**src/i2c_burst_pkg.sv**
```systemverilog
// constants, types and helpers for the two-wire register access slave
// assumes a 100 MHz system clock and a register map outside this block
package i2c_burst_pkg;

    localparam int          REG_AW         = 7;
    localparam int          DATA_W         = 16;
    localparam int          NUM_PORTS      = 20;
    localparam logic [3:0]  BUS_ADDR_FIXED = 4'h7;
    localparam logic [6:0]  LAST_REG       = 7'h7f;
    // data register bases of port 0; the register map must agree
    localparam logic [6:0]  DAC_DATA_BASE  = 7'h60;
    localparam logic [6:0]  ADC_DATA_BASE  = 7'h40;
    localparam logic [2:0]  BIT_LAST       = 3'h7;
    localparam logic [1:0]  STRAP_SETTLE   = 2'h3;
    localparam int          INDEX_FLAG_BIT = 7;
    localparam int          CLK_HZ         = 100_000_000;
    localparam int          SCL_MAX_HZ     = 400_000;
    // system clocks per fastest bus clock period
    localparam int          SCL_MIN_CYC    = CLK_HZ / SCL_MAX_HZ;

    // what an address-select pin is tied to, as reported by its pad sensor
    typedef enum logic [1:0] {
        tie_ground,
        tie_supply,
        tie_data_line,
        tie_clock_line
    } strap_e;

    typedef struct packed {
        logic [REG_AW-1:0] addr;
        logic [DATA_W-1:0] wdata;
        logic              wr;
        logic              rd;
    } reg_req_s;

    typedef struct packed {
        logic [DATA_W-1:0] rdata;
        logic              used;
        logic              read_only;
    } reg_rsp_s;

    // eight distinct low address bits from the two strap codes
    function automatic logic [2:0] strap_decode(input strap_e hi,
                                                input strap_e lo);
        logic [3:0] code;
        code = {hi, lo};
        strap_decode = {code[3] ^ code[2], code[1], code[0]};
    endfunction

endpackage

```
**src/i2c_burst_slave.sv**
```systemverilog
// two-wire bus slave giving the host burst access to 16-bit registers
// assumes a register map answering combinationally on the request address
// and bus pins with an external open-drain resolution
`timescale 1ns/100ps

// Behaviour
// - answer bus address 0111 plus strap bits
// - two four-way straps give eight addresses
// - bus clock up to fast-mode rate
// - no register change before word complete
// - pointer advances after every full word
// - plain step stops at the last register
// - index kept across stop and new start
// - unused addresses ignore writes, read zero
// - writes to read-only registers discarded
// - next register every further two bytes
// - two step modes, plain after reset
// - contextual write skips non-output ports
// - contextual step wraps to lowest port
// - contextual only for converter data bursts
module i2c_burst_slave
    import i2c_burst_pkg::*;
#(
    parameter int              PORTS   = NUM_PORTS,
    parameter logic [6:0]      TOP_REG = LAST_REG
) (
    input  wire logic          clk_i,                  // system clock
    input  wire logic          rst_n_i,                // async reset, low
    input  wire logic          scl_i,                  // bus clock pin
    input  wire logic          sda_i,                  // bus data pin in
    output logic               sda_o,                  // bus data out
    output logic               sda_oe_o,               // pulls data low
    input  wire strap_e        addr_select_pin_low_i,  // low strap code
    input  wire strap_e        addr_select_pin_high_i, // high strap code
    input  wire logic          contextual_mode_i,      // 1 = contextual
    input  wire logic [PORTS-1:0] dac_port_mask_i,     // output ports
    input  wire logic [PORTS-1:0] adc_port_mask_i,     // input ports
    output reg_req_s           reg_req_o,              // map request
    input  wire reg_rsp_s      reg_rsp_i               // map answer
);

    typedef enum logic [3:0] {
        st_idle,
        st_addr,
        st_addr_ack,
        st_index,
        st_index_ack,
        st_wbyte,
        st_wbyte_ack,
        st_rbyte,
        st_rbyte_ack
    } state_e;

    state_e            state;
    logic              scl_meta;
    logic              scl_sync;
    logic              scl_prev;
    logic              sda_meta;
    logic              sda_sync;
    logic              sda_prev;
    strap_e            lo_meta;
    strap_e            lo_sync;
    strap_e            hi_meta;
    strap_e            hi_sync;
    logic [1:0]        settle;
    logic [2:0]        own_low;
    logic [7:0]        shift;
    logic [7:0]        tx;
    logic [2:0]        bit_cnt;
    logic              got_byte;
    logic              rw;
    logic              low_byte;
    logic              host_ack;
    logic [7:0]        hi_byte;
    logic [DATA_W-1:0] word;
    logic [REG_AW-1:0] ptr;
    logic              ctx_mode;
    logic              commit;
    logic              load_word;
    logic              scl_rise;
    logic              scl_fall;
    logic              start_cond;
    logic              stop_cond;
    logic [DATA_W-1:0] read_val;
    logic [REG_AW-1:0] next_ptr;

    // oversampling fast-mode bus
    // the bus clock is sampled, at least SCL_MIN_CYC system clocks a period
    always_ff @(posedge clk_i or negedge rst_n_i) begin
        if (!rst_n_i) begin
            scl_meta <= 1'b1;
            scl_sync <= 1'b1;
            scl_prev <= 1'b1;
            sda_meta <= 1'b1;
            sda_sync <= 1'b1;
            sda_prev <= 1'b1;
        end else begin
            scl_meta <= scl_i;
            scl_sync <= scl_meta;
            scl_prev <= scl_sync;
            sda_meta <= sda_i;
            sda_sync <= sda_meta;
            sda_prev <= sda_sync;
        end
    end

    assign scl_rise   = scl_sync & ~scl_prev;
    assign scl_fall   = ~scl_sync & scl_prev;
    assign start_cond = scl_sync & scl_prev & sda_prev & ~sda_sync;
    assign stop_cond  = scl_sync & scl_prev & ~sda_prev & sda_sync;

    // strap decode
    // straps are caught once after release, so a live bus cannot move them
    always_ff @(posedge clk_i or negedge rst_n_i) begin
        if (!rst_n_i) begin
            lo_meta <= tie_ground;
            lo_sync <= tie_ground;
            hi_meta <= tie_ground;
            hi_sync <= tie_ground;
            settle  <= 2'h0;
            own_low <= 3'h0;
        end else begin
            lo_meta <= addr_select_pin_low_i;
            lo_sync <= lo_meta;
            hi_meta <= addr_select_pin_high_i;
            hi_sync <= hi_meta;
            if (settle != STRAP_SETTLE) begin
                settle <= settle + 2'h1;
                if (settle == STRAP_SETTLE - 2'h1) begin
                    own_low <= strap_decode(hi_sync, lo_sync);
                end
            end
        end
    end

    always_ff @(posedge clk_i or negedge rst_n_i) begin
        if (!rst_n_i) begin
            ctx_mode <= 1'b0;
        end else begin
            ctx_mode <= contextual_mode_i;
        end
    end

    function automatic logic [REG_AW-1:0] ctx_step(
        input logic [REG_AW-1:0] cur,
        input logic [REG_AW-1:0] base,
        input logic [PORTS-1:0]  mask,
        input logic              plain_ok,
        input logic [REG_AW-1:0] plain
    );
        logic [REG_AW-1:0] off;
        logic              hit;
        logic              got_above;
        logic              got_low;
        logic [REG_AW-1:0] above;
        logic [REG_AW-1:0] lowest;
        off       = cur - base;
        hit       = 1'b0;
        got_above = 1'b0;
        got_low   = 1'b0;
        above     = '0;
        lowest    = '0;
        for (int i = 0; i < PORTS; i++) begin
            if (mask[i] && off == REG_AW'(i)) begin
                hit = 1'b1;
            end
            if (mask[i] && !got_low) begin
                got_low = 1'b1;
                lowest  = REG_AW'(i);
            end
            if (mask[i] && !got_above && REG_AW'(i) > off) begin
                got_above = 1'b1;
                above     = REG_AW'(i);
            end
        end
        if (!plain_ok || !hit) begin
            ctx_step = plain;
        end else if (got_above) begin
            ctx_step = base + above;
        end else begin
            ctx_step = base + lowest;
        end
    endfunction

    always_comb begin
        logic [REG_AW-1:0] plain;
        plain = ptr;
        if (ptr != TOP_REG) begin
            plain = ptr + REG_AW'(1);
        end
        if (rw) begin
            next_ptr = ctx_step(ptr, ADC_DATA_BASE, adc_port_mask_i,
                                ctx_mode, plain);
        end else begin
            next_ptr = ctx_step(ptr, DAC_DATA_BASE, dac_port_mask_i,
                                ctx_mode, plain);
        end
    end

    assign read_val = reg_rsp_i.used ? reg_rsp_i.rdata : '0;

    // bus protocol; every byte ends on a falling bus clock edge
    always_ff @(posedge clk_i or negedge rst_n_i) begin
        if (!rst_n_i) begin
            state     <= st_idle;
            shift     <= 8'h00;
            tx        <= 8'h00;
            bit_cnt   <= 3'h0;
            got_byte  <= 1'b0;
            rw        <= 1'b0;
            low_byte  <= 1'b0;
            host_ack  <= 1'b0;
            hi_byte   <= 8'h00;
            word      <= '0;
            ptr       <= '0;
            sda_oe_o  <= 1'b0;
            commit    <= 1'b0;
            load_word <= 1'b0;
        end else begin
            commit    <= 1'b0;
            load_word <= 1'b0;
            if (start_cond) begin
                state    <= st_addr;
                bit_cnt  <= 3'h0;
                got_byte <= 1'b0;
                sda_oe_o <= 1'b0;
            end else if (stop_cond) begin
                state    <= st_idle;
                sda_oe_o <= 1'b0;
            end else begin
                case (state)
                    st_addr, st_index, st_wbyte: begin
                        if (scl_rise) begin
                            shift   <= {shift[6:0], sda_sync};
                            bit_cnt <= bit_cnt + 3'h1;
                            if (bit_cnt == BIT_LAST) begin
                                got_byte <= 1'b1;
                            end
                        end else if (scl_fall && got_byte) begin
                            got_byte <= 1'b0;
                            if (state == st_addr) begin
                                if (shift[7:1] == {BUS_ADDR_FIXED, own_low})
                                begin
                                    rw       <= shift[0];
                                    low_byte <= 1'b0;
                                    sda_oe_o <= 1'b1;
                                    state    <= st_addr_ack;
                                end else begin
                                    state <= st_idle;
                                end
                            end else if (state == st_index) begin
                                if (!shift[INDEX_FLAG_BIT]) begin
                                    ptr      <= shift[6:0];
                                    sda_oe_o <= 1'b1;
                                    state    <= st_index_ack;
                                end else begin
                                    state <= st_idle;
                                end
                            end else begin
                                sda_oe_o <= 1'b1;
                                state    <= st_wbyte_ack;
                                if (!low_byte) begin
                                    hi_byte  <= shift;
                                    low_byte <= 1'b1;
                                end else begin
                                    commit   <= 1'b1;
                                    word     <= {hi_byte, shift};
                                    ptr      <= next_ptr;
                                    low_byte <= 1'b0;
                                end
                            end
                        end
                    end
                    st_addr_ack, st_index_ack, st_wbyte_ack: begin
                        if (scl_fall) begin
                            bit_cnt <= 3'h0;
                            if (state == st_addr_ack && rw) begin
                                load_word <= 1'b1;
                                word      <= read_val;
                                tx        <= read_val[15:8];
                                sda_oe_o  <= ~read_val[15];
                                state     <= st_rbyte;
                            end else begin
                                sda_oe_o <= 1'b0;
                                state    <= (state == st_addr_ack)
                                            ? st_index : st_wbyte;
                            end
                        end
                    end
                    st_rbyte: begin
                        if (scl_rise) begin
                            bit_cnt <= bit_cnt + 3'h1;
                            if (bit_cnt == BIT_LAST) begin
                                got_byte <= 1'b1;
                            end
                        end else if (scl_fall) begin
                            if (got_byte) begin
                                got_byte <= 1'b0;
                                sda_oe_o <= 1'b0;
                                state    <= st_rbyte_ack;
                            end else begin
                                tx       <= {tx[6:0], 1'b0};
                                sda_oe_o <= ~tx[6];
                            end
                        end
                    end
                    st_rbyte_ack: begin
                        if (scl_rise) begin
                            host_ack <= ~sda_sync;
                            if (low_byte) begin
                                ptr <= next_ptr;
                            end
                        end else if (scl_fall) begin
                            bit_cnt <= 3'h0;
                            if (host_ack) begin
                                state <= st_rbyte;
                                if (low_byte) begin
                                    low_byte  <= 1'b0;
                                    load_word <= 1'b1;
                                    word      <= read_val;
                                    tx        <= read_val[15:8];
                                    sda_oe_o  <= ~read_val[15];
                                end else begin
                                    low_byte <= 1'b1;
                                    tx       <= word[7:0];
                                    sda_oe_o <= ~word[7];
                                end
                            end else begin
                                state <= st_idle;
                            end
                        end
                    end
                    default: begin
                        sda_oe_o <= 1'b0;
                        got_byte <= 1'b0;
                        state    <= st_idle;
                    end
                endcase
            end
        end
    end

    // map request; address trails the pointer by one clock
    always_ff @(posedge clk_i or negedge rst_n_i) begin
        if (!rst_n_i) begin
            sda_o     <= 1'b0;
            reg_req_o <= '0;
        end else begin
            sda_o           <= 1'b0;
            // a commit holds the address one clock more, so the write
            // pulse lands on the register it was checked against
            if (!commit) begin
                reg_req_o.addr <= ptr;
            end
            reg_req_o.rd    <= load_word;
            reg_req_o.wdata <= word;
            reg_req_o.wr    <= commit && reg_rsp_i.used
                               && !reg_rsp_i.read_only;
        end
    end

endmodule

```
**config.mk**
```make
export PLATFORM = sky130hd
export DESIGN_NAME = i2c_burst_slave
export DESIGN_NICKNAME = d
export VERILOG_FILES = /design/src/i2c_burst_pkg.sv /design/src/i2c_burst_slave.sv
export SDC_FILE = /design/constraint.sdc
export NUM_CORES = 1
export LEC_CHECK = 0
export ABC_AREA = 1
export BUFFER_PORTS_ARGS = -buffer_cell sky130_fd_sc_hd__buf_2
export CORE_ASPECT_RATIO = 1.25
export CORE_MARGIN = 2
export CORE_UTILIZATION = 55
export DETAILED_ROUTE_END_ITERATION = 6
export GPL_TIMING_DRIVEN = 1
export PLACE_DENSITY_LB_ADDON = 0.25
export REMOVE_ABC_BUFFERS = 1
export SYNTH_ARGS = -nofsm -noshare
export SYNTH_HDL_FRONTEND = slang
export SYNTH_SLANG_ARGS = --single-unit
```
**constraint.sdc**
```tcl
create_clock -name clk_i -period 3.6 [get_ports clk_i]
set_clock_uncertainty 0.05 [all_clocks]
set_input_delay 0.18 -clock clk_i [delete_from_list [all_inputs] [get_ports clk_i]]
set_output_delay 0.18 -clock clk_i [all_outputs]
set_load 0.005 [all_outputs]
```
[Word level (Yosys, flattened, before mapping)]
Cells that the tools add are included.
Storage, ports and cells
  register bits after elaboration: 105
  bits of input ports: 67
Cells by class
  $add $sub $neg: 9
  magnitude comparators: 40
  equal/unequal tests: 86
  mux-type cells: 391
  bitwise operators: 21
  reductions and logical operators: 265
Operator list (count)
  2-to-1 mux 7 bit: 98
  2-to-1 mux 1 bit: 250
  2-to-1 mux 16 bit: 12
  logical AND 1 bit: 160
  == test 7 x 4 -> 1 bit (second input constant): 16
  > comparator 4 x 7 -> 1 bit (first input constant): 16
  logical NOT 1 bit: 80
  == test 7 x 3 -> 1 bit (second input constant): 8
  == test 7 x 5 -> 1 bit (second input constant): 8
  > comparator 3 x 7 -> 1 bit (first input constant): 8
  > comparator 5 x 7 -> 1 bit (first input constant): 8
  2-to-1 mux 4 bit: 12
  one-hot mux 16 bit (3 select lines): 1
  inequality test 4 bit (second input constant): 11
  inequality test 2 bit (second input constant): 17
  adder 7 bit (first input constant): 4
  == test 7 x 2 -> 1 bit (second input constant): 4
  > comparator 1 x 7 -> 1 bit (first input constant): 4
  > comparator 2 x 7 -> 1 bit (first input constant): 4
  2-to-1 mux 3 bit: 9
  AND reduction 8 bit: 3
  one-hot mux 7 bit (3 select lines): 1
  AND reduction 10 bit: 2
  == test 4 x 3 -> 1 bit (second input constant): 4
  39 further kinds: 72

[Depth between registers and ports, before layout]
Gate-level depths: netlist (run 1).
  depth in word-level cells: 110
  gate-level depth with buffers: 27
  gate-level depth less buffers: 26

[Worst setup path before layout (run 1)]
No wires, ideal clock.
  path type: register to register
  from: reg ptr[0]
  to: reg ptr[0]
  data arrival time: 2.547 ns
  required time: 3.433 ns
  setup slack: 0.886 ns
  stages on the path, launching flop included: 25
  buffers on the path: 1
  period minus slack after synthesis: 2.714 ns
  path through: dfrtp_1 -> buf_4 -> inv_2 -> ha_1 -> inv_1 -> nor2_8 -> nand2_2 -> nand3_2 -> nand2_2 -> nor2_4 -> nand4_2 -> nor2_2 -> nand4_2 -> nor2_2 -> nand4_2 -> nor2_4 -> o21ai_2 -> nand3_1 -> nand2_1 -> nand2_1 -> nand3_1 -> nand2_1 -> nand2_1 -> nand2_1 -> nand2_1
On the way
  cells in the longest elaborated chain, start to end: 110
  elaborated cells on any way between the ends: 421
  classes of those cells: 5 x add/sub; 40 x order compare; 39 x eq/ne; 175 x mux; 162 x reduce/logical
Ends and longest elaborated chain
  start: declaration: RTL line i2c_burst_slave.sv:76  | logic [REG_AW-1:0] ptr;
  start signal: assignment: RTL line i2c_burst_slave.sv:253  | ptr <= shift[6:0];
  start signal: assignment: RTL line i2c_burst_slave.sv:268  | ptr <= next_ptr;
  start signal: assignment: RTL line i2c_burst_slave.sv:311  | ptr <= next_ptr;
  subtractor 7 bit: RTL line i2c_burst_slave.sv:157  | off = cur - base;
  > comparator 1 x 7 -> 1 bit: RTL line i2c_burst_slave.sv:171  | if (mask[i] && !got_above && REG_AW'(i) > off) begin
  logical AND 1 bit: RTL line i2c_burst_slave.sv:171
  2-to-1 mux 1 bit: RTL line i2c_burst_slave.sv:171
  2-to-1 mux 1 bit: RTL line i2c_burst_slave.sv:191  | if (rw) begin
  logical NOT 1 bit: RTL line i2c_burst_slave.sv:171
  logical AND 1 bit (2 in series): RTL line i2c_burst_slave.sv:171
  2-to-1 mux 1 bit: RTL line i2c_burst_slave.sv:171
  (+93 left out)
  2-to-1 mux 7 bit: RTL line i2c_burst_slave.sv:176  | if (!plain_ok || !hit) begin
  2-to-1 mux 7 bit: RTL line i2c_burst_slave.sv:191
  2-to-1 mux 7 bit *: RTL line i2c_burst_slave.sv:262, i2c_burst_slave.sv:310
  2-to-1 mux 7 bit: RTL line i2c_burst_slave.sv:251  | end else if (state == st_index) begin
  2-to-1 mux 7 bit: RTL line i2c_burst_slave.sv:241  | if (state == st_addr) begin
  2-to-1 mux 7 bit: RTL line i2c_burst_slave.sv:239  | end else if (scl_fall && got_byte) begin
  2-to-1 mux 7 bit: RTL line i2c_burst_slave.sv:233  | if (scl_rise) begin
  one-hot mux 7 bit (2 select lines) *: RTL line i2c_burst_slave.sv:231  | case (state)
Every way passes the cells marked *; elsewhere a longest branch is shown, timed or not. The select of a mux whose other input is x is not followed.
A chain may end at the register's enable or synchronous reset.

[Final worst setup path (run 1)]
  from: reg ptr[0]
  to: reg ptr[3]
On the way
  cells in the longest elaborated chain, start to end: 110
  elaborated cells on any way between the ends: 421
  classes of those cells: 5 x add/sub; 40 x order compare; 39 x eq/ne; 175 x mux; 162 x reduce/logical
Ends and longest elaborated chain (RTL line)
  subtractor 7 bit: i2c_burst_slave.sv:157
  > comparator 1 x 7 -> 1 bit: i2c_burst_slave.sv:171
  logical AND 1 bit: i2c_burst_slave.sv:171
  2-to-1 mux 1 bit: i2c_burst_slave.sv:171
  2-to-1 mux 1 bit: i2c_burst_slave.sv:191
  logical NOT 1 bit: i2c_burst_slave.sv:171
  logical AND 1 bit (2 in series): i2c_burst_slave.sv:171
  2-to-1 mux 1 bit: i2c_burst_slave.sv:171
  (+93 left out)
  2-to-1 mux 7 bit: i2c_burst_slave.sv:176
  2-to-1 mux 7 bit *: i2c_burst_slave.sv:191
  2-to-1 mux 7 bit *: i2c_burst_slave.sv:262, i2c_burst_slave.sv:310
  2-to-1 mux 7 bit: i2c_burst_slave.sv:251
  2-to-1 mux 7 bit: i2c_burst_slave.sv:241
  2-to-1 mux 7 bit: i2c_burst_slave.sv:239
  2-to-1 mux 7 bit: i2c_burst_slave.sv:233
  one-hot mux 7 bit (2 select lines) *: i2c_burst_slave.sv:231
Marks and branches as above.

==> results.ini, run 1 <==
[sta]
slew_headroom = 0.419
fmax_mhz = 306
tightest_slew_ps = 872
finalSetupViolations = 0
tns_ps = 0
period_share = 0.908
drv_slew = 0
fin_crit_ps = 3270
rsz0062_at_grt = false
hold_viol_final = 0
timing.hold.ws_ps = 71.0

[layout]
drive_gt1_frac = 0.178
num_antenna_cells = 0
final_cell_area_sq_um = 8530
syn2layout_area_growth_pct = 14.8
finish.utilization = 0.644
nets = 1221

[cts]
cts_made_buffers = 9
clock_latency_ps = 350
clk_path_buf_depth = 2
cts_tree = built
cts_sinks = 105
path_clk_slew_ps = 70
post_cts_buffers = 0
htree_levels = 3
cts-root-buf = clkbuf_16

[routing]
met1Wirelength_microns = 8970
ant_nets = 0
routedWlPerCell_microns = 18.0
highest_layer = met4
drtPass1Iterations = 5
drtIter0Drc = 570
dr_wl_met2_microns = 12100
viasPerCell = 5.83
num_vias = 7675
dr_wl_met3_microns = 1230
drc = 0
routed_wl_microns = 23600

[critical_path]
crit_path_max_fanout = 9
critical_path.top_delay_family = simple AND/OR/NAND/NOR gates
arrival_ps = 3500
crit_chain = buf_4 > o21ai_0 > nor2_1 > nor4_1 > inv_1 > nand4_2 > nor2_4 > o21ai_2 > nand3b_2 > o21ai_1 > nand3_1 > nand2_1 > nand2_1 > nand2_1
cp-start-kind = flip-flop
timing.rr.start = ptr[0]
worstPathRequired_ps = 3830
end_kind = flip-flop
cp_common_cell = nand2_1
crit_path_top_delay_cell = nor4_1
worst-r2r-setup-slack_ps = 330
max_stage_delay_ps = 750
worstSetupPathType = reg -> reg
cp-startpoint = ptr[0]
path_buf_inv = 2

[synth]
ys.warnings.count = 0
synth_cells = 1037
synth_area_leader_cell = dfrtp_1
synth-seq-cells = 105
yosys.area.top_type_share = 0.334
synth-edff-count = 0
synth.most_common_cell = nand2_1
ys_types = 64
synthTopCellsByArea = dfrtp_1, nand2_1, inv_1
yosys_most_used_dff = dfrtp_1
synthTopCellsByCount = nand2_1, inv_1, nor2_1
synthArstFlopShare = 1.00
synthesis.area_sq_um = 7430
postSynthAreaPerCell_sq_um = 7.16
ys_seq_area_frac = 0.355

[placement]
gp_congestion = 1.03
portBuffers = 92
placed_cell_area_sq_um = 8100
dp_hpwl_microns = 18600

[die]
dieArea_sq_um = 14500
row_count = 47
pin_count = 94
core_area_sq_um = 13200
start_util = 0.561
die_x_microns = 108
die_h_microns = 134

[status]
status = completed

[worst_hold_path]
hold_class = in -> reg
holdCritStartpoint = reg_rsp_i[15]

[grt]
grtUsageTotal = 0.338
grt_pass1_wl_microns = 37900
antenna_found_initial = 0
grt_max_degree = 72
grt_pass1_vias = 7520
grt.overflow.total = 0

[power]
cellLeakagePower_nw = 4.12
powerDensity_nw_per_um2 = 638
ir_drop_mv = 0.537
power.total_mw = 5.44

[job]
cap_violations = 0

==> power by group <==
group          switching, mW  internal [mW]  leakage, nW  total [mW]
clock network          0.428          0.633        0.157        1.06
logic                   1.72          0.859         2.65        2.58
registers              0.273           1.52         1.31        1.80
==> worst paths after layout <==
| check | end | cells past startpoint |
|---|---|---|
| min in group asynchronous | word[3] | 2 |
| setup reg to reg | ptr[3] | 14 |
| hold / removal | word[13] | 3 |
| hold reg to reg | reg_req_o[0] | 0 |
| setup / recovery | ptr[3] | 14 |
| max in group asynchronous | scl_sync | 3 |
==> cells in the final DEF, fill, tap and decap left out, types with 7 or more instances in the layout <==
cell type / netlist / routed
a21oi_1: 30 / 30
a31oi_1: 18 / 18
buf_2: 2 / 91
buf_4: 4 / 18
clkbuf_16: 0 / 9
dfrtp_1: 99 / 98
dlygate4sd3_1: 0 / 9
ha_1: 14 / 13
inv_1: 154 / 154
inv_2: 7 / 7
nand2_1: 183 / 183
nand2_2: 13 / 13
nand3_1: 85 / 85
nand4_1: 28 / 28
nor2_1: 132 / 132
nor2_2: 9 / 9
nor3_1: 37 / 37
nor4_1: 13 / 13
o2111ai_1: 11 / 11
o21ai_0: 78 / 78
==> timing repair <==
action,CTS,global route
resized for setup,0,3
hold buffers,9,0
hold endpoints to repair,77,0
endpoints found under the setup margin,0,5
==> kinds of logic after synthesis <==
kind of cell	synth area share
xor+xnor	0.00236
other cells	0.000505
flops	0.355
fa+ha+maj	0.0236
mux	0.00303
simple gates	0.353
buf+inv	0.105
compound gates	0.157
==> flip-flops by register name (all words and copies together), names as in the netlist, 3 cells and up <==
register   flops
reg_req_o     25
word          16
hi_byte        8
shift          8
ptr            7
tx             7
state          4
bit_cnt        3
own_low        3
==> tightest hold or removal path: stages <==
cell	delay [ps]
buf_2	110
nand3_1	70
a31oi_1	80
==> through the flow <==
step / worst slack (ps) / instances
finish: 330 / 1316
floorplan: 587 / 1011
detailed placement: 235 / 1291
global placement: 270 / 1291
global route: 15.6 / 1316
CTS: 213 / 1316
==> layout make-up <==
cell class | instances | area [sq um]
Fill cell | 1214 | 4700
Multi-Input combinational cell | 740 | 4030
Sequential cell | 105 | 2640
Timing Repair Buffer | 118 | 681
Inverter | 166 | 638
Clock buffer | 11 | 243
Tap cell | 171 | 214
Clock inverter | 5 | 85.1
==> per-layer routing <==
metal | vias up | track usage
met1 | 3556 | 0.394
met4 | 0 | 0.199
met3 | 95 | 0.0306
met5 | - | 0
met2 | 326 | 0.598
li1 | 3698 | -
(Power assumes the default switching activity.)
==> run 2, diff against run 1 <==
--- a/config.mk
+++ b/config.mk
@@ -5,7 +5,6 @@
 export SDC_FILE = /design/constraint.sdc
 export NUM_CORES = 1
 export LEC_CHECK = 0
-export ABC_AREA = 1
 export BUFFER_PORTS_ARGS = -buffer_cell sky130_fd_sc_hd__buf_2
 export CORE_ASPECT_RATIO = 1.25
 export CORE_MARGIN = 2
==> results.ini, run 2 <==
[status]
status = completed

[power]
power.total_mw = 2.91
ir_drop_mv = 0.414
cellLeakagePower_nw = 3.50
powerDensity_nw_per_um2 = 365

[synth]
ys_types = 82
synth-seq-cells = 105
synth-edff-count = 0
synth_compound_area_frac = 0.245
synthAdderAreaFrac = 0.0253
synth-xor-area-share = 0.00887
ys_seq_area_frac = 0.381
yosys.area.top_type_share = 0.358
synth_top_family_by_area = compound AO/OA/AOI/OAI gates
synth_area_leader_cell = dfrtp_1
postSynthAreaPerCell_sq_um = 8.55
yosys.area_share.simple = 0.243
ys.warnings.count = 0
synth.most_common_cell = dfrtp_1
synthTopCellsByArea = dfrtp_1, a21oi_1, mux2_2
synthArstFlopShare = 1.00
synth_cells = 808
synthTopCellsByCount = dfrtp_1, nand2_1, nor2_1
synth_mux_area_frac = 0.0543
yosys_most_used_dff = dfrtp_1
synthesis.area_sq_um = 6910

[cts]
cts_sinks = 105
cts-root-buf = clkbuf_16
clk_path_buf_depth = 2
cts_tree = built
post_cts_buffers = 0
clock_latency_ps = 350
htree_levels = 3
cts_made_buffers = 9
path_clk_slew_ps = 70

[sta]
rsz0062_at_grt = false
tns_ps = 0
tightest_slew_ps = 837
finalSetupViolations = 0
hold_viol_final = 0
fin_crit_ps = 3310
slew_headroom = 0.440
period_share = 0.919
drv_slew = 0
finalWorstSetupSlack_ps = 293
fmax_mhz = 302

[worst_hold_path]
hold_class = in -> reg
hold_end = reg_req_o[1]
whs_path_depth = 3
holdCritStartpoint = reg_rsp_i[1]

[layout]
largestRegisters = reg_req_o x25, word x16
nets = 988
final_cell_area_sq_um = 7970
drive_gt1_frac = 0.205
final_cells = 1076
largest_reg_flops = 25
num_antenna_cells = 0
syn2layout_area_growth_pct = 15.4
top_register = reg_req_o
final_cell_mix = dfrtp_1, buf_2, nand2_1
final_common_cell = dfrtp_1

[placement]
placed_cell_area_sq_um = 7600
dp_hpwl_microns = 17400
place_ws_ps = 245
dpl.cell_count = 1051
portBuffers = 92
gp_congestion = 1.00

[routing]
ant_nets = 0
viasPerCell = 6.60
routed_wl_microns = 23100
num_vias = 7099
routedWlPerCell_microns = 21.5
drc = 0
drtPass1Iterations = 5
drtIter0Drc = 694

[die]
die_h_microns = 129
die_x_microns = 104
pin_count = 94
start_util = 0.566
row_count = 45
dieArea_sq_um = 13500
core_area_sq_um = 12200

[critical_path]
worst-r2r-setup-slack_ps = 290
cp-start-kind = flip-flop
arrival_ps = 3490
worstSetupPathType = reg -> reg
critical_path.top_delay_family = simple AND/OR/NAND/NOR gates
crit_path_max_fanout = 14
worstPathRequired_ps = 3780
crit_path_top_delay_cell = or4_1
end_kind = flip-flop
r2r_end = ptr[2]
max_stage_delay_ps = 550
reg2regPathDepth = 9
path_buf_inv = 1
crit_chain = inv_1 > ha_1 > nand3b_1 > a21oi_1 > or4_1 > o311a_1 > or2_1 > o311ai_1 > o21ai_1
timing.rr.start = ptr[5]

[grt]
antenna_found_initial = 0
grt_pass1_wl_microns = 36300
grt_max_degree = 44
grt_pass1_vias = 6875
grtUsageTotal = 0.343
grt.overflow.total = 0

[job]
cap_violations = 0

## run 2: cell count changes after synthesis, moves of 15 or more
cell / change
a21oi_1: +40
and3_1: +15
o21ai_0: -21
nand2_1: -104
nand3_1: -52
nand4_1: -20
nor3_1: -19
mux2_2: +26
inv_1: -132
nor2b_1: +18
nor2_1: -57
## run 2: per-stage QoR
stage / util / hold WS, ps
2_1_floorplan: - / -166
3_3_place_gp: 0.622 / 148
3_5_place_dp: 0.622 / 160
4_1_cts: 0.653 / 145
5_1_grt: 0.653 / 176
6_report: 0.653 / 159
## run 2: repair_timing
item	in CTS	in global routing
setup endpoints to repair	0	3
hold buffers	9	0
gates resized for setup	0	1
endpoints found under the hold margin	46	0
## run 2: logic make-up after synthesis
group	after synthesis
DFF	105
adders and majority gates	14
other	1
buffers and inverters	64
and+or+nand+nor	323
muxes	34
xor gates and xnor gates	7
AOI/OAI and AO/OA	260
## run 2: worst reg2reg max path: cells and delay by family, from the launching register on
family                   cells  cell delay (ps)
buffers and inverters        1              150
AND/OR/NAND/NOR              3             1190
flip-flops                   1              510
AO/OA/AOI/OAI                4              910
adder cells (fa/ha/maj)      1              380
## run 2: power by group
group | total (mW) | switching [mW] | internal, mW
registers | 1.54 | 0.136 | 1.40
clock network | 0.933 | 0.438 | 0.495
logic | 0.436 | 0.245 | 0.191
total | 2.91 | 0.818 | 2.09
## run 2: area by class of cell
class                      instances  area (sq um)
clock inverter                     6          47.5
timing repair buffer             130           771
inverter                          22          82.6
sequential                       105          2640
clock buffer                      10           239
tap                              164           205
fill                            1037          4240
multi-input combinational        639          3990
## run 2: how the worst max path moves through the flow
stage / slack, ps / cells past startpoint / endpoint / start
final: 290 / 9 / ptr[2] / ptr[5]
after floorplan: 620 / 10 / ptr[3] / ptr[1]
after detailed placement: 250 / 9 / ptr[2] / ptr[5]
after global routing: 140 / 10 / ptr[0] / ptr[5]
after global placement: 290 / 9 / ptr[2] / ptr[5]
after CTS: 220 / 9 / ptr[2] / ptr[5]
## run 2: per-layer routing
layer | vias to the layer above | track usage | part of all wire
li1 | 3204 | - | -
met1 | 3381 | 0.394 | 0.37
met2 | 414 | 0.622 | 0.51
met3 | 100 | 0.0443 | 0.068
met4 | 0 | 0.188 | 0.054
met5 | - | 0 | 0
